==> src/verilog/supply_status_pkg.sv <==
package supply_status_pkg;

    // Command codes of the status and reading registers
    localparam logic [7:0] CMD_VOLT_STATUS   = 8'h7a;
    localparam logic [7:0] CMD_TEMP_STATUS   = 8'h7d;
    localparam logic [7:0] CMD_COMMS_STATUS  = 8'h7e;
    localparam logic [7:0] CMD_VENDOR_STATUS = 8'h80;
    localparam logic [7:0] CMD_VOLT_READING  = 8'h8b;

    // Page that selects the device-wide vendor layout
    localparam logic [7:0] PAGE_GLOBAL = 8'hff;

    // Rail voltage status bit positions
    localparam int VOLT_OV_FAULT_BIT  = 7;
    localparam int VOLT_OV_WARN_BIT   = 6;
    localparam int VOLT_UV_WARN_BIT   = 5;
    localparam int VOLT_UV_FAULT_BIT  = 4;
    localparam int VOLT_TIMEOUT_BIT   = 2;

    // Temperature status bit positions
    localparam int TEMP_FAULT_BIT     = 7;
    localparam int TEMP_WARN_BIT      = 6;

    // Communication status bit positions
    localparam int COMM_BAD_CMD_BIT   = 7;
    localparam int COMM_BAD_DATA_BIT  = 6;
    localparam int COMM_LOG_FULL_BIT  = 0;

    // Per-rail vendor status bit positions
    localparam int RAIL_SEQ_DOWN_BIT  = 7;
    localparam int RAIL_MARGIN_BIT    = 3;
    localparam int RAIL_LOST_BIT      = 2;

    // Device-wide vendor status bit positions
    localparam int GLB_LOCK_BIT       = 7;
    localparam int GLB_SHUTDOWN_BIT   = 6;
    localparam int GLB_WATCHDOG_BIT   = 4;
    localparam int GLB_CONTROL_BIT    = 3;

    // Values after reset
    localparam logic [15:0] READING_RESET = 16'h0000;
    localparam logic        LOST_RESET    = 1'b1;
    localparam logic        PIN_IDLE      = 1'b1;

    // Rail count and reading refresh period
    localparam int MAX_RAILS       = 16;
    localparam int REFRESH_MS      = 5;
    localparam int CLK_PERIOD_NS   = 10;
    localparam int REFRESH_CYCLES  = (REFRESH_MS * 1000000) / CLK_PERIOD_NS;

endpackage

==> src/verilog/supply_status_bank.sv <==
// Overview of operation
// - Voltage status: overvolt fault b7, warn b6, undervolt warn b5, fault b4, timeout b2.
// - Unassigned bits of every status byte always read zero.
// - Temperature status byte: overtemp fault b7, overtemp warning b6, both latched.
// - Cleared temperature bit sets again at once while its condition persists.
// - Communication status bit 7 latches on an invalid or unsupported command.
// - Communication status bit 6 latches on invalid or unsupported data.
// - Cleared bad-command and bad-data flags return only on a new event.
// - Communication bit 0 shows live whether the event log is full.
// - With log wrap on, log-full clears once the log is overwritten.
// - Voltage reading is measured value, two bytes, refreshed every 5 ms.
// - Vendor status layout follows page: 0-15 per rail, 255 device-wide.
// - Per-rail bit 7 live-set while sequencer holds supply enable off.
// - Sequenced-down reads zero for disabled rail; follows sequencer, not pin.
// - Per-rail bit 3 latches when closed-loop margining fails.
// - Supply-lost starts set after reset until rail first exceeds good-rise.
// - Sequenced-down and supply-lost never raise the alert by themselves.
// - Page 255 bit 7 shows lock live and never raises the alert.
// - Page 255 bit 6 latches on each low pulse of the shutdown input.
// - Page 255 bit 4 latches at reset when watchdog caused the reset.
// - Page 255 bit 3 latches on control deassert when the pin is in use.
// - Voltage bits latched; re-set if condition persists, timeout only on recurrence.
// - Negative turn-on limit marks rail unsequenced and mutes its voltage faults.
`timescale 1ns/1ns
module supply_status_bank #(
    parameter int NUM_RAILS      = supply_status_pkg::MAX_RAILS,
    parameter int REFRESH_PERIOD = supply_status_pkg::REFRESH_CYCLES
) (
    // Clock, reset, enable
    input  wire logic                  clk,
    input  wire logic                  rst_n,
    input  wire logic                  ce,
    // Status read port from the command engine
    input  wire logic                  rd_req,
    input  wire logic [7:0]            rd_cmd,
    input  wire logic [7:0]            rd_page,
    output logic                       rd_valid,
    output logic [15:0]                rd_data,
    input  wire logic                  clear_faults,
    input  wire logic                  bad_cmd_event,
    input  wire logic                  bad_data_event,
    // Rail voltage monitor
    input  wire logic [NUM_RAILS-1:0]  ov_fault_cond,
    input  wire logic [NUM_RAILS-1:0]  ov_warn_cond,
    input  wire logic [NUM_RAILS-1:0]  uv_warn_cond,
    input  wire logic [NUM_RAILS-1:0]  uv_fault_cond,
    input  wire logic [NUM_RAILS-1:0]  startup_timeout_event,
    input  wire logic [NUM_RAILS-1:0]  turn_on_limit_negative,
    input  wire logic [NUM_RAILS-1:0]  above_good_rise,
    input  wire logic [NUM_RAILS-1:0]  below_good_fall,
    // Sequencer and margining
    input  wire logic [NUM_RAILS-1:0]  seq_enable_on,
    input  wire logic [NUM_RAILS-1:0]  margin_fail_event,
    input  wire logic                  good_force_test,
    input  wire logic [NUM_RAILS-1:0]  good_force_lost,
    // Voltage measurement
    output logic                       meas_start,
    input  wire logic                  meas_done,
    input  wire logic [3:0]            meas_rail,
    input  wire logic [15:0]           meas_value,
    // Temperature
    input  wire logic                  overtemp_fault_cond,
    input  wire logic                  overtemp_warning_cond,
    // Event log
    input  wire logic                  log_full,
    input  wire logic                  log_wrap_enable,
    input  wire logic                  log_overwrite_event,
    // Device-wide inputs
    input  wire logic                  lock_active,
    input  wire logic                  shutdown_n,
    input  wire logic                  watchdog_reset_cause,
    input  wire logic                  control_active,
    input  wire logic                  onoff_uses_pin,
    // Host alert request
    output logic                       alert_event
);
    import supply_status_pkg::*;

    localparam int CW = $clog2(REFRESH_PERIOD + 1);

    initial begin
        if (NUM_RAILS < 1 || NUM_RAILS > MAX_RAILS)
            $error("NUM_RAILS must be 1 to 16");
        if (REFRESH_PERIOD < 2)
            $error("REFRESH_PERIOD must be at least 2");
    end

    // Voltage status kept as five packed flags: ovf, ovw, uvw, uvf, timeout
    typedef struct packed {
        logic [NUM_RAILS-1:0][4:0]  vstat;
        logic [NUM_RAILS-1:0]       margin;
        logic [NUM_RAILS-1:0]       lost;
        logic                       overtemp_fault;
        logic                       overtemp_warning;
        logic                       bad_cmd;
        logic                       bad_data;
        logic                       log_overwritten;
        logic                       shut_ev;
        logic                       wdog;
        logic                       ctrl_ev;
        logic                       started;
        logic                       shut_prev;
        logic                       ctrl_prev;
        logic [CW-1:0]              tick_cnt;
        logic                       tick;
        logic                       rd_valid;
        logic [15:0]                rd_data;
        logic                       alert;
        logic [NUM_RAILS-1:0][15:0] reading;
    } state_t;

    state_t state_ff;
    state_t nxt_state;

    logic [7:0] volt_byte;
    logic [7:0] temp_byte;
    logic [7:0] comm_byte;
    logic [7:0] rail_byte;
    logic [7:0] glb_byte;
    logic       page_rail;
    logic       log_full_flag;
    logic [3:0] rail_idx;

    assign rail_idx  = rd_page[3:0];
    assign page_rail = (rd_page < 8'(NUM_RAILS));

    // Wrap mode: entries are freed ahead of each overwrite, so full drops
    assign log_full_flag = log_full & ~(log_wrap_enable & state_ff.log_overwritten);

    always_comb begin
        volt_byte = 8'h00;
        temp_byte = 8'h00;
        comm_byte = 8'h00;
        rail_byte = 8'h00;
        glb_byte  = 8'h00;
        if (page_rail) begin
            volt_byte[VOLT_OV_FAULT_BIT] = state_ff.vstat[rail_idx][4];
            volt_byte[VOLT_OV_WARN_BIT]  = state_ff.vstat[rail_idx][3];
            volt_byte[VOLT_UV_WARN_BIT]  = state_ff.vstat[rail_idx][2];
            volt_byte[VOLT_UV_FAULT_BIT] = state_ff.vstat[rail_idx][1];
            volt_byte[VOLT_TIMEOUT_BIT]  = state_ff.vstat[rail_idx][0];
            // Sequencer state, not the pin; disabled rails read zero
            rail_byte[RAIL_SEQ_DOWN_BIT] = ~turn_on_limit_negative[rail_idx]
                                         & ~seq_enable_on[rail_idx];
            rail_byte[RAIL_MARGIN_BIT]   = state_ff.margin[rail_idx];
            rail_byte[RAIL_LOST_BIT]     = good_force_test ? good_force_lost[rail_idx]
                                         : state_ff.lost[rail_idx];
        end
        temp_byte[TEMP_FAULT_BIT]    = state_ff.overtemp_fault;
        temp_byte[TEMP_WARN_BIT]     = state_ff.overtemp_warning;
        comm_byte[COMM_BAD_CMD_BIT]  = state_ff.bad_cmd;
        comm_byte[COMM_BAD_DATA_BIT] = state_ff.bad_data;
        comm_byte[COMM_LOG_FULL_BIT] = log_full_flag;
        glb_byte[GLB_LOCK_BIT]       = lock_active;
        glb_byte[GLB_SHUTDOWN_BIT]   = state_ff.shut_ev;
        glb_byte[GLB_WATCHDOG_BIT]   = state_ff.wdog;
        glb_byte[GLB_CONTROL_BIT]    = state_ff.ctrl_ev;
    end

    always_comb begin
        logic [4:0] vset;
        logic       new_set;
        logic       bad_page;
        logic       bad_code;
        vset      = 5'h00;
        new_set   = 1'b0;
        bad_page  = 1'b0;
        bad_code  = 1'b0;
        nxt_state = state_ff;

        // Rail flags; set wins over clear so no event is lost
        for (int i = 0; i < NUM_RAILS; i++) begin
            // Unsequenced rail: voltage monitoring muted
            vset = {ov_fault_cond[i], ov_warn_cond[i], uv_warn_cond[i],
                    uv_fault_cond[i], startup_timeout_event[i]}
                 & {5{~turn_on_limit_negative[i]}};
            // Level conditions re-set while present, timeout only as event
            nxt_state.vstat[i] = (clear_faults ? 5'h00 : state_ff.vstat[i]) | vset;
            new_set = new_set | (|(vset & ~state_ff.vstat[i]));
            nxt_state.margin[i] = (clear_faults ? 1'b0 : state_ff.margin[i])
                                | margin_fail_event[i];
            new_set = new_set | (margin_fail_event[i] & ~state_ff.margin[i]);
            // Starts set; clears on first rise, sets again on a fall
            if (state_ff.lost[i] && above_good_rise[i])
                nxt_state.lost[i] = 1'b0;
            else if (!state_ff.lost[i] && below_good_fall[i])
                nxt_state.lost[i] = 1'b1;
        end

        nxt_state.overtemp_fault = (clear_faults ? 1'b0 : state_ff.overtemp_fault)
                           | overtemp_fault_cond;
        nxt_state.overtemp_warning  = (clear_faults ? 1'b0 : state_ff.overtemp_warning)
                           | overtemp_warning_cond;
        new_set = new_set | (overtemp_fault_cond & ~state_ff.overtemp_fault)
                          | (overtemp_warning_cond & ~state_ff.overtemp_warning);

        // Log overwrite tracking; any cycle with the log not full resets it
        if (!log_full)
            nxt_state.log_overwritten = 1'b0;
        else if (log_overwrite_event)
            nxt_state.log_overwritten = 1'b1;

        // Edge-caught device-wide events
        nxt_state.shut_prev = shutdown_n;
        nxt_state.ctrl_prev = control_active;
        // Latches regardless of whether the shutdown pin is honoured
        nxt_state.shut_ev = (clear_faults ? 1'b0 : state_ff.shut_ev)
                          | (state_ff.shut_prev & ~shutdown_n);
        nxt_state.ctrl_ev = (clear_faults ? 1'b0 : state_ff.ctrl_ev)
                          | (onoff_uses_pin & state_ff.ctrl_prev & ~control_active);
        new_set = new_set | (state_ff.shut_prev & ~shutdown_n & ~state_ff.shut_ev)
                          | (onoff_uses_pin & state_ff.ctrl_prev & ~control_active
                             & ~state_ff.ctrl_ev);
        // Reset cause is sampled once, on the first enabled edge after release
        nxt_state.started = 1'b1;
        nxt_state.wdog = (clear_faults ? 1'b0 : state_ff.wdog)
                       | (~state_ff.started & watchdog_reset_cause);
        new_set = new_set | (~state_ff.started & watchdog_reset_cause);

        // Reading refresh tick
        nxt_state.tick = 1'b0;
        if (state_ff.tick_cnt == CW'(REFRESH_PERIOD - 1)) begin
            nxt_state.tick_cnt = '0;
            nxt_state.tick     = 1'b1;
        end else begin
            nxt_state.tick_cnt = state_ff.tick_cnt + CW'(1);
        end
        // Extra bit so a full 16-rail count is not cut to zero
        if (meas_done && ({1'b0, meas_rail} < 5'(NUM_RAILS)))
            nxt_state.reading[meas_rail] = meas_value;

        // Read port; a read clears no flag, but a bad code or page sets bad_cmd or bad_data
        nxt_state.rd_valid = 1'b0;
        if (rd_req) begin
            nxt_state.rd_valid = 1'b1;
            nxt_state.rd_data  = 16'h0000;
            case (rd_cmd)
                CMD_VOLT_STATUS: begin
                    bad_page = ~page_rail;
                    nxt_state.rd_data = {8'h00, volt_byte};
                end
                CMD_TEMP_STATUS: begin
                    nxt_state.rd_data = {8'h00, temp_byte};
                end
                CMD_COMMS_STATUS: begin
                    nxt_state.rd_data = {8'h00, comm_byte};
                end
                CMD_VENDOR_STATUS: begin
                    // Layout picked by page; host must set it first
                    if (rd_page == PAGE_GLOBAL)
                        nxt_state.rd_data = {8'h00, glb_byte};
                    else
                        nxt_state.rd_data = {8'h00, rail_byte};
                    bad_page = ~page_rail & (rd_page != PAGE_GLOBAL);
                end
                CMD_VOLT_READING: begin
                    bad_page = ~page_rail;
                    if (page_rail)
                        nxt_state.rd_data = state_ff.reading[rail_idx];
                end
                default: begin
                    bad_code = 1'b1;
                end
            endcase
        end

        // Only new events re-latch these after a clear
        // A bad code in the cycle of a clear still latches; set wins
        nxt_state.bad_cmd  = (clear_faults ? 1'b0 : state_ff.bad_cmd)
                           | bad_cmd_event | (rd_req & bad_code);
        nxt_state.bad_data = (clear_faults ? 1'b0 : state_ff.bad_data)
                           | bad_data_event | (rd_req & bad_page);
        new_set = new_set | (nxt_state.bad_cmd & ~state_ff.bad_cmd)
                          | (nxt_state.bad_data & ~state_ff.bad_data);

        // Lost, sequenced-down and lock are not alert sources
        nxt_state.alert = new_set;
    end

    always_ff @(posedge clk or negedge rst_n) begin
        if (!rst_n) begin
            state_ff           <= '0;
            state_ff.lost      <= {NUM_RAILS{LOST_RESET}};
            state_ff.shut_prev <= PIN_IDLE;
            state_ff.ctrl_prev <= PIN_IDLE;
            state_ff.reading   <= {NUM_RAILS{READING_RESET}};
        end else if (ce) begin
            state_ff <= nxt_state;
        end
    end

    assign rd_valid    = state_ff.rd_valid;
    assign rd_data     = state_ff.rd_data;
    assign meas_start  = state_ff.tick;
    assign alert_event = state_ff.alert;

endmodule

==> config.mk <==
export PLATFORM = sky130hd
export DESIGN_NAME = supply_status_bank
export DESIGN_NICKNAME = d
export VERILOG_FILES = /design/src/verilog/supply_status_pkg.sv /design/src/verilog/supply_status_bank.sv
export SDC_FILE = /design/constraint.sdc
export NUM_CORES = 1
export LEC_CHECK = 0
export BUFFER_PORTS_ARGS = -buffer_cell sky130_fd_sc_hd__buf_4
export CORE_MARGIN = 3
export CORE_UTILIZATION = 59
export DETAILED_ROUTE_END_ITERATION = 6
export GPL_ROUTABILITY_DRIVEN = 0
export PLACE_DENSITY = 0.81
export SETUP_SLACK_MARGIN = 0.4
export SLEW_MARGIN = 5
export SYNTH_ARGS = -nofsm -noshare
export SYNTH_HDL_FRONTEND = slang
export SYNTH_SLANG_ARGS = --single-unit
==> constraint.sdc <==
create_clock -name clk -period 2.4 [get_ports clk]
set_input_delay 0.24 -clock clk [delete_from_list [all_inputs] [get_ports clk]]
set_output_delay 0.24 -clock clk [all_outputs]
set_load 0.01 [all_outputs]
# Yosys cells after proc, flatten, opt, wreduce, memory -nomap -nowiden
# Cells that the tools add are included.
totals:
  word_cells: 490
  regBits: 417
  output_inout_bits: 19
op_classes:
  n_mux: 105
  n_lt_le_gt_ge: 4
  bitwise: 204
  n_reduce_logical: 102
  eq_ne: 9
  n_addsub: 1
ops:
  columns: ["cell", "count"]
  rows:
  - ["$bwmux 256", 1]
  - ["$and 5x5->5", 32]
  - ["$mux 5", 17]
  - ["$reduce_or 5->1", 17]
  - ["$not 5->5", 16]
  - ["$or 5x5->5", 16]
  - ["$pmux 16 s5", 1]
  - ["$mux 1", 69]
  - ["$bmux 16 s4", 1]
  - ["$demux 16 s4", 1]
  - ["$or 1x1->1", 63]
  - ["$mux 16", 3]
  - ["$not 1->1", 45]
  - ["$reduce_and 2->1", 19]
  - ["$logic_and 1x1->1", 33]
  - ["$and 1x1->1", 32]
  - ["$reduce_bool 2->1", 16]
  - ["$eq 8x7->1 const B", 3]
  - ["$eq 8x8->1 const B", 3]
  - ["$bmux 1 s4", 5]
  - ["$bmux 5 s4", 1]
  - ["$add 19x1->19 const B", 1]
  - ["$eq 19x19->1 const B", 1]
  - ["$mux 19", 1]
  - ["12 further kinds", 28]

# Depth between registers and ports, before layout
# Gate-level depths: netlist (run 1).
logic_depth:
  word_depth: 42
  ltp_mapped: 10
  depth_no_buf: 6

# Least setup slack after synthesis (run 1)
# No wires, ideal clock.
synth_timing:
  kind: "in2reg"
  startpoint: "in rd_page[1]"
  endpoint: "reg state_ff (netlist bit rd_data[15])"
  slack_ns: 0.436
  t_arrival_ns: 1.847
  setup_time_ns: 0.117
  cell_stages: 7
  t_required_ns: 2.283
  path_buffers: 3
  cell_sequence: "buf_2 -> buf_2 -> clkbuf_1 -> mux4_2 -> mux4_2 -> nand3_1 -> nand2_1"
synth_between:
  elab_chain_cells: 4
  word_cells_on_any_way: 5
  cone_classes: "order compare: 1; mux: 4"
synth_lines:
  columns: ["element", "line_no", "text"]
  rows:
  - ["from (decl)", "supply_status_bank.sv:36", "input wire logic [7:0] rd_page,"]
  - ["$bmux 16 s4", "supply_status_bank.sv:259", "nxt_state.rd_data = state_ff.reading[rail_idx];"]
  - ["$mux 16 (implied by the code)", "supply_status_bank.sv:259", null]
  - ["$mux 16 (*)", "supply_status_bank.sv:258", "if (page_rail)"]
  - ["$pmux 16 s5 (*)", "supply_status_bank.sv:237", "case (rd_cmd)"]
  - ["to (signal assigned)", "supply_status_bank.sv:288", "state_ff <= nxt_state;"]
  - ["to (decl)", "supply_status_bank.sv:112", "state_t state_ff;"]
# Every way passes the cells marked *; elsewhere a longest branch is shown, timed or not. The select of a mux whose other input is x is not followed.
# A chain may end at the register's enable or synchronous reset.

# Final worst setup path (run 1)
layout_timing:
  startpoint: "reg state_ff[411] in the netlist's numbering"
  endpoint: "reg state_ff (netlist bit alert_event)"
layout_between:
  elab_chain_cells: 14
layout_lines:
  columns: ["element", "line_no", "text"]
  rows:
  - ["$not 5->5", "supply_status_bank.sv:179", "new_set = new_set | (|(vset & ~state_ff.vstat[i]));"]
  - ["$and 5x5->5", "supply_status_bank.sv:179", null]
  - ["$reduce_or 5->1", "supply_status_bank.sv:179", null]
  - ["$or 1x1->1", "supply_status_bank.sv:179", null]
  - ["$or 1x1->1", "supply_status_bank.sv:182", "new_set = new_set | (margin_fail_event[i] & ~state_ff.margin[i]);"]
  - ["$or 1x1->1", "supply_status_bank.sv:179", null]
  - ["$or 1x1->1", "supply_status_bank.sv:182", null]
  - ["$or 1x1->1", "supply_status_bank.sv:194", "new_set = new_set | (overtemp_fault_cond & ~state_ff.overtemp_fault)"]
  - ["$or 1x1->1", "supply_status_bank.sv:195", "| (overtemp_warning_cond & ~state_ff.overtemp_warning);"]
  - ["$or 1x1->1", "supply_status_bank.sv:211", "new_set = new_set | (state_ff.shut_prev & ~shutdown_n & ~state_ff.shut_ev)"]
  - ["$or 1x1->1", "supply_status_bank.sv:212", "| (onoff_uses_pin & state_ff.ctrl_prev & ~control_active"]
  - ["$or 1x1->1", "supply_status_bank.sv:218", "new_set = new_set | (~state_ff.started & watchdog_reset_cause);"]
  - ["$or 1x1->1", "supply_status_bank.sv:273", "new_set = new_set | (nxt_state.bad_cmd & ~state_ff.bad_cmd)"]
  - ["$or 1x1->1", "supply_status_bank.sv:274", "| (nxt_state.bad_data & ~state_ff.bad_data);"]
# Every way passes these cells.

==> results of run 1 <==
sequential cells by signal, indices dropped and copies added (netlist names):
name / flops
state_ff: 393
rd_data: 16
glb_byte: 3
comm_byte: 2
alert_event: 1
meas_start: 1
rd_valid: 1
synth_stat cells (all sizes together) (9+ instances only):
master	n	area (sq um)
dfrtp	399	9980
nor3	18	95.1
a22oi	35	263
nand3	17	85.1
mux4	97	2250
a21oi	38	190
clkbuf	46	173
a31oi	24	150
o22ai	15	93.8
nor3b	9	67.6
nand2	66	248
dfstp	18	473
buf	69	510
inv	57	214
nor2b	14	87.6
nand4	10	62.6
nor2	94	353
nand2b	15	93.8
mux2	264	2970
o21ai	21	105
a22o	90	788
mux2i	31	310
timing repair:
| action | 4_1_cts | 5_1_grt |
|---|---|---|
| setup buffers | 0 | 2 |
| gates resized for setup | 2 | 13 |
| endpoints found under the hold margin | 173 | 0 |
| hold buffers | 129 | 0 |
| endpoints found under the setup margin | 9 | 12 |
| pin swaps | 0 | 2 |
worst min path at each step:
stage | from | end | slack, ns | cells after the start
after floorplan | rst_n | alert_event | -0.06 | 0
after global placement | rst_n | state_ff[325] | 0.28 | 1
after detailed placement | rst_n | state_ff[322] | 0.28 | 1
after CTS | margin_fail_event[10] | state_ff[331] | 0.004 | 3
after global routing | overtemp_fault_cond | state_ff[304] | 0.01 | 3
final | margin_fail_event[1] | state_ff[322] | -0.004 | 3
final cells by class:
cell class | instances | area (sq um)
clock buffer | 67 | 1300
timing repair buffer | 448 | 3900
multi-input combinational | 955 | 9080
sequential | 417 | 10500
inverter | 57 | 214
fill | 1890 | 8120
clock inverter | 13 | 140
tap | 448 | 561
antenna | 6 | 15.0
layout by cell type (no fill, tap or decap), drive strengths merged, types with 17 or more instances in the layout:
master and count:
a21oi 38, a22o 90, a22oi 35, a31oi 24
buf 319, clkbuf 67, dfrtp 399, dfstp 18
dlygate4sd3 129, inv 58, mux2 264, mux2i 31
mux4 97, nand2 66, nand3 17, nor2 94
nor3 18, o21ai 21
power by group through the flow:
stage               registers, mW  clock network, mW  logic, mW
floorplan                    8.79                  0       2.22
global placement             8.98                  0       3.14
detailed placement           9.06                  0       3.29
CTS                          8.97               6.79       3.54
global route                 9.15               7.13       3.93
finish                       9.06               6.80       3.69
per-layer routing:
layer / part of all wire (%) / global-route usage (%) / up-vias
met5: 0.019 / 0 / -
met4: 7.0 / 20.4 / 2
met3: 12 / 11.9 / 402
met2: 45 / 57.1 / 1256
met1: 36 / 47.3 / 8118
li1: - / - / 6532
worst max-delay path, cell delays in order (launching register included):
cell,delay [ns]
dfrtp_1,0.37
nor2_1,0.07
a22oi_2,0.45
o21ai_1,0.14
or4_4,0.58
nor2_4,0.13
a41oi_1,0.14
kinds of logic after synthesis:
logic type / Yosys count / share of synthesized area [%]
mux: 392 / 27.2
simple gates: 286 / 6.96
fa+ha+maj: 1 / 0.0615
flops: 417 / 51.4
xor+xnor: 16 / 0.688
compound gates: 260 / 9.32
buf+inv: 172 / 4.41
==> implementation parameters, run 1 <==
Parameter                              Value

Global route
  GRT Residual Overflow    0
  Wire length of the first global-routing pass    103000 microns
  Number of global-route vias before repair    17100
  Aggregate global-route resource usage    a little under two fifths
  Pin count of the biggest net entering global routing    73
  Number of antenna violations at the first check in global routing    7

Route
  DRC    0
  DR vias    between 15000 and 20000
  Total Routed Length    between 60000 and 70000 microns
  Routed length per placed instance    ~28 microns
  Initial DRT Pass Iterations    7
  Vias per cell    6.76
  Number of DRC markers in iteration 0    between 1500 and 2000
  Number of nets still failing antenna checks after routing    0

Worst setup path
  Setup slack on the worst flop-to-flop path    between 0.3 and 0.4 ns
  Critical path origin    state_ff[411]
  Launching point of the worst reg2reg path    state_ff[411]
  Worst R2R Path Depth    6
  Data arrival time at the worst-slack endpoint    approximately 2.4 ns
  Startpoint class of the critical path    flip-flop
  Peak fanout along the critical path    3
  Crit path kind    reg -> reg
  Critical Path End    alert_event
  Endpoint required time on the critical path    2.80 ns
  Capturing element type of the critical path    flip-flop
  Capture point of the worst reg-to-reg path    alert_event

CTS
  CTS Sinks    ~420
  Worst-path clk slew    approximately 0.060 ns
  Root buffer cell    clkbuf_16
  Clock latency on the worst-skew pair    about 0.56 ns
  H-tree depth    2
  TritonCTS Buffers    44
  CTS tree    done
  Largest buffer count on any clock path    3

Yosys
  Post-synthesis sequential area ratio    just over 50%
  Yosys reg bits    417
  Leading register cell type out of synthesis    dfrtp_1
  Yosys Warn Count    0
  Cell area after technology mapping    between 20000 and 25000 sq um
  Library cells used by synthesis    just under 70
  Syn_area_per_cell    ~13 sq um
  Net count after synthesis    1776
  Gate count of the mapped netlist    1544
  Async S/R FF share, synth    100%
  Count of flip-flops with a built-in enable after synthesis    0

Timing
  Final-report hold violation count    1
  Total Neg Setup Slack    0 ns
  Max frequency    ~490 MHz
  Pins Over Slew Limit    0
  Minimum clock period after layout    between 2 and 2.5 ns
  Final WS setup    around 0.38 ns
  Final setup violating endpoints    0
  Final worst clock skew    around 0.020 ns
  Worst-margin pin slew    ~0.66 ns
  Setup repair after global routing missed its margin    true
  Final clock period utilization by the worst path    84.3%
  Final hold slack    -0.00361 ns
  Relative slew slack    56.1%

Power
  VDD IR-drop max    a little over 0.0007 V
  Share of power burned in the clock network    between 30% and 40%
  Leakage power summed over all cells    11.7 nW
  PwrDens    762 nW/um^2
  Switching power of the nets    around 5.2 mW
  Cell Int Power    roughly 14 mW
  Total power of the final layout    ~20 mW
  Comb pwr share    a little under a fifth
  Seq pwr share    a little under half
  Switching share of power    26.8%

Finish
  Share of layout cells above drive strength 1    39.1%
  Layout Area Growth over Synthesis    26.0%
  Final cell count without fillers    2411
  Post-route cell area    between 20000 and 30000 sq um
  Nets    between 2000 and 2500
  Final core area utilization    between 70% and 80%

Floorplanning
  Die extent in x    about 190 microns
  Floorplan die area    ~37000 sq um
  Die extent in y    approximately 190 microns
  Placement row count    67
  Core Area    about 34000 sq um
  Starting utilization of the core area    between 60% and 70%
  Ports    between 200 and 300

Placement
  Setup slack at placement    -0.0105 ns
  Cell count after placement    between 2000 and 2500
  Placed cell area    22800 sq um
  DP Wirelength    around 41000 microns
  Port Buffers    249

Flow run
  Number of max-cap violations    0

Run status
  Outcome    finished, violations left
  Failing checks    negative hold slack

Min path
  Tightest Hold Check Type    in -> reg
Power figures use the tool's default switching activity.
==> run 2: changes to the inputs <==
Settings changed: CORE_UTILIZATION 59 to 53, PLACE_DENSITY 0.81 to 0.77.
Clock period 2.4 ns to 1.7 ns, I/O delays scaled along.
==> implementation parameters, run 2 (synthesized netlist as in run 1, its figures left out) <==
Parameter                              Value

Timing
  Max frequency    529 MHz (was 494 MHz)
  Setup repair after global routing missed its margin    true (unchanged)
  Final hold slack    -0.0442 ns (was -0.00361 ns)
  Final WS setup    -0.191 ns (was 0.377 ns)
  Pins Over Slew Limit    0 (unchanged)
  Final worst clock skew    0.0154 ns (was 0.0202 ns)
  Final setup violating endpoints    9 (was 0)
  Relative slew slack    66.4% (was 56.1%)
  Worst-margin pin slew    0.499 ns (was 0.659 ns)
  Minimum clock period after layout    1.89 ns (was 2.02 ns)
  Final clock period utilization by the worst path    111% (was 84.3%)
  Total Neg Setup Slack    -0.582 ns (was 0 ns)
  Final-report hold violation count    1 (unchanged)

Min path
  Worst hold path endpoint    glb_byte[3] (was state_ff[322])
  Worst hold path depth    3 (unchanged)
  Hold Crit Start    onoff_uses_pin (was margin_fail_event[1])
  Tightest Hold Check Type    in -> reg (unchanged)

Floorplanning
  Core Area    37800 sq um (was 33800 sq um)
  Die extent in x    202 microns (was 192 microns)
  Placement row count    71 (was 67)
  Starting utilization of the core area    53.9% (was 60.3%)
  Ports    250 (unchanged)
  Die extent in y    202 microns (was 192 microns)
  Floorplan die area    40800 sq um (was 36800 sq um)

Worst setup path
  Crit-path slowest cell    or4_4 (unchanged)
  Worst R2R Path Depth    6 (unchanged)
  Launching point of the worst reg2reg path    state_ff[346] (was state_ff[411])
  Cell Chain, Critical Path    inv_1 > a22oi_1 > o22ai_1 > or4_4 > nor2_4 > a41oi_2 (was nor2_1 > a22oi_2 > o21ai_1 > or4_4 > nor2_4 > a41oi_1)
  Data arrival time at the worst-slack endpoint    2.30 ns (was 2.43 ns)
  Crit path kind    reg -> reg (unchanged)
  Max stage delay on crit path    0.59 ns (was 0.58 ns)
  Peak fanout along the critical path    3 (unchanged)
  Startpoint class of the critical path    flip-flop (unchanged)
  Capture point of the worst reg-to-reg path    alert_event (unchanged)
  Worst path bufs/invs    1 (was 0)
  Capturing element type of the critical path    flip-flop (unchanged)
  Endpoint required time on the critical path    2.11 ns (was 2.80 ns)
  Setup slack on the worst flop-to-flop path    -0.19 ns (was 0.38 ns)
  CP delay by family, top    simple AND/OR/NAND/NOR gates (unchanged)

CTS
  Worst-path clk slew    0.07 ns (was 0.06 ns)
  Root buffer cell    clkbuf_16 (unchanged)
  Largest buffer count on any clock path    3 (unchanged)
  TritonCTS Buffers    43 (was 44)
  H-tree depth    2 (unchanged)
  CTS tree    done (unchanged)
  Clock latency on the worst-skew pair    0.56 ns (about the same)
  CTS Sinks    417 (unchanged)

Global route
  Pin count of the biggest net entering global routing    60 (was 73)
  GRT Residual Overflow    0 (unchanged)
  Number of antenna violations at the first check in global routing    1 (was 7)
  Aggregate global-route resource usage    35.2% (was 37.2%)
  Number of global-route vias before repair    18300 (was 17100)
  Wire length of the first global-routing pass    110000 microns (was 103000 microns)

Finish
  Largest register FFs    393 (unchanged)
  Share of layout cells above drive strength 1    49.0% (was 39.1%)
  Nets    2361 (was 2155)
  Antenna fix cells    0 (was 6)
  Top library cells by usage in the layout, fill and taps aside    buf_4 (427), dfrtp_1 (392), mux2_2 (172), dlygate4sd3_1 (153), mux4_2 (96) (was dfrtp_1 (398), buf_4 (301), mux2_2 (263), dlygate4sd3_1 (129), nor2_1 (91))
  Most common cell after layout, fill and taps aside    buf_4 (was dfrtp_1)
  Filler cell count    2100 (was 1890)
  Biggest register    state_ff (unchanged)
  Layout Area Growth over Synthesis    40.9% (was 26.0%)

Run status
  Outcome    finished, violations left (unchanged)
  Failing checks    design-rule violations, negative hold slack, negative setup slack (was negative hold slack)

Route
  Routed length per placed instance    27.7 microns (was 28.0 microns)
  DR vias    17200 (was 16300)
  DRC    36 (was 0)
  Total Routed Length    73900 microns (was 67400 microns)
  Vias per cell    6.46 (was 6.76)
  Initial DRT Pass Iterations    7 (unchanged)
  Number of nets still failing antenna checks after routing    0 (unchanged)
  Number of DRC markers in iteration 0    1749 (was 1902)

Placement
  Port Buffers    249 (unchanged)
  DP Wirelength    44300 microns (was 40600 microns)

Flow run
  Number of max-cap violations    0 (unchanged)

Power
  Total power of the final layout    29.1 mW (was 19.6 mW)
  VDD IR-drop max    0.00110 V (was 0.000707 V)
  PwrDens    1010 nW/um^2 (was 762 nW/um^2)
  Leakage power summed over all cells    13.1 nW (was 11.7 nW)
==> run 2: cell types whose count changed in the layout (fill, tap and decap cells not counted), moves of 11 or more <==
cell / delta
buf_12: +32
buf_4: +126
buf_6: +25
dlygate4sd3_1: +24
mux2_2: -91
mux2_4: +92
mux4_1: -17
mux4_2: +17
nand3_1: -13
nand3_2: +11
nor2_1: -17
nor2_4: +15
==> run 2: worst min-delay path: stages <==
cell and delay [ns]:
buf_4 0.12, nand2_1 0.10, o31ai_1 0.07
==> run 2: worst max-delay path by stage <==
stage	endpoint	from	cells past startpoint	slack, ns
global route	rd_data[6]	state_ff[360]	5	-0.21
detailed placement	rd_data[4]	rd_page[0]	7	-0.35
CTS	alert_event	state_ff[328]	6	-0.08
floorplan	rd_data[15]	rd_page[0]	7	-0.03
global placement	rd_data[4]	rd_page[0]	7	-0.33
finish	alert_event	state_ff[346]	6	-0.19
==> run 2: area by class of cell <==
type / instances / area (sq um) / share of cell area [%]
sequential: 417 / 10500 / 36.5
tap: 511 / 639 / 2.23
clock buffer: 67 / 1350 / 4.70
timing repair buffer: 655 / 6010 / 20.9
inverter: 57 / 214 / 0.746
multi-input combinational: 955 / 9900 / 34.5
clock inverter: 10 / 121 / 0.423
==> run 2: power by group <==
part	leakage [nW]	internal, mW	switching (mW)
sequential	5.23	11.6	1.20
combinational	7.17	3.89	2.57
clock	0.725	5.75	4.04
==> run 2: layer usage <==
metal	track usage [%]	up-vias	part of all wire [%]
met3	9.31	393	10
met5	0	-	0.014
met2	57.4	1342	48
met4	19.5	2	7.2
li1	-	6934	-
met1	42.9	8578	35
==> run 2: through the flow <==
stage	util [%]	hold WS, ns	std cells	setup WS [ns]	area [sq um]
2_1_floorplan	-	-0.126	1544	-0.0285	21000
3_5_place_dp	65.5	0.116	2383	-0.346	24700
6_report	76.0	-0.0442	2672	-0.191	28700
5_1_grt	76.0	-0.0400	2672	-0.209	28700
3_3_place_gp	65.5	0.124	2383	-0.326	24700
4_1_cts	75.1	-0.0615	2652	-0.0821	28300
==> run 2: repair_timing <==
action                                  CTS  global route
buffers inserted                         39            20
endpoints found under the setup margin   47            45
hold buffers                            153             1
pin swaps                                30            22
hold endpoints to repair                693             2
gates resized for setup                  85            42
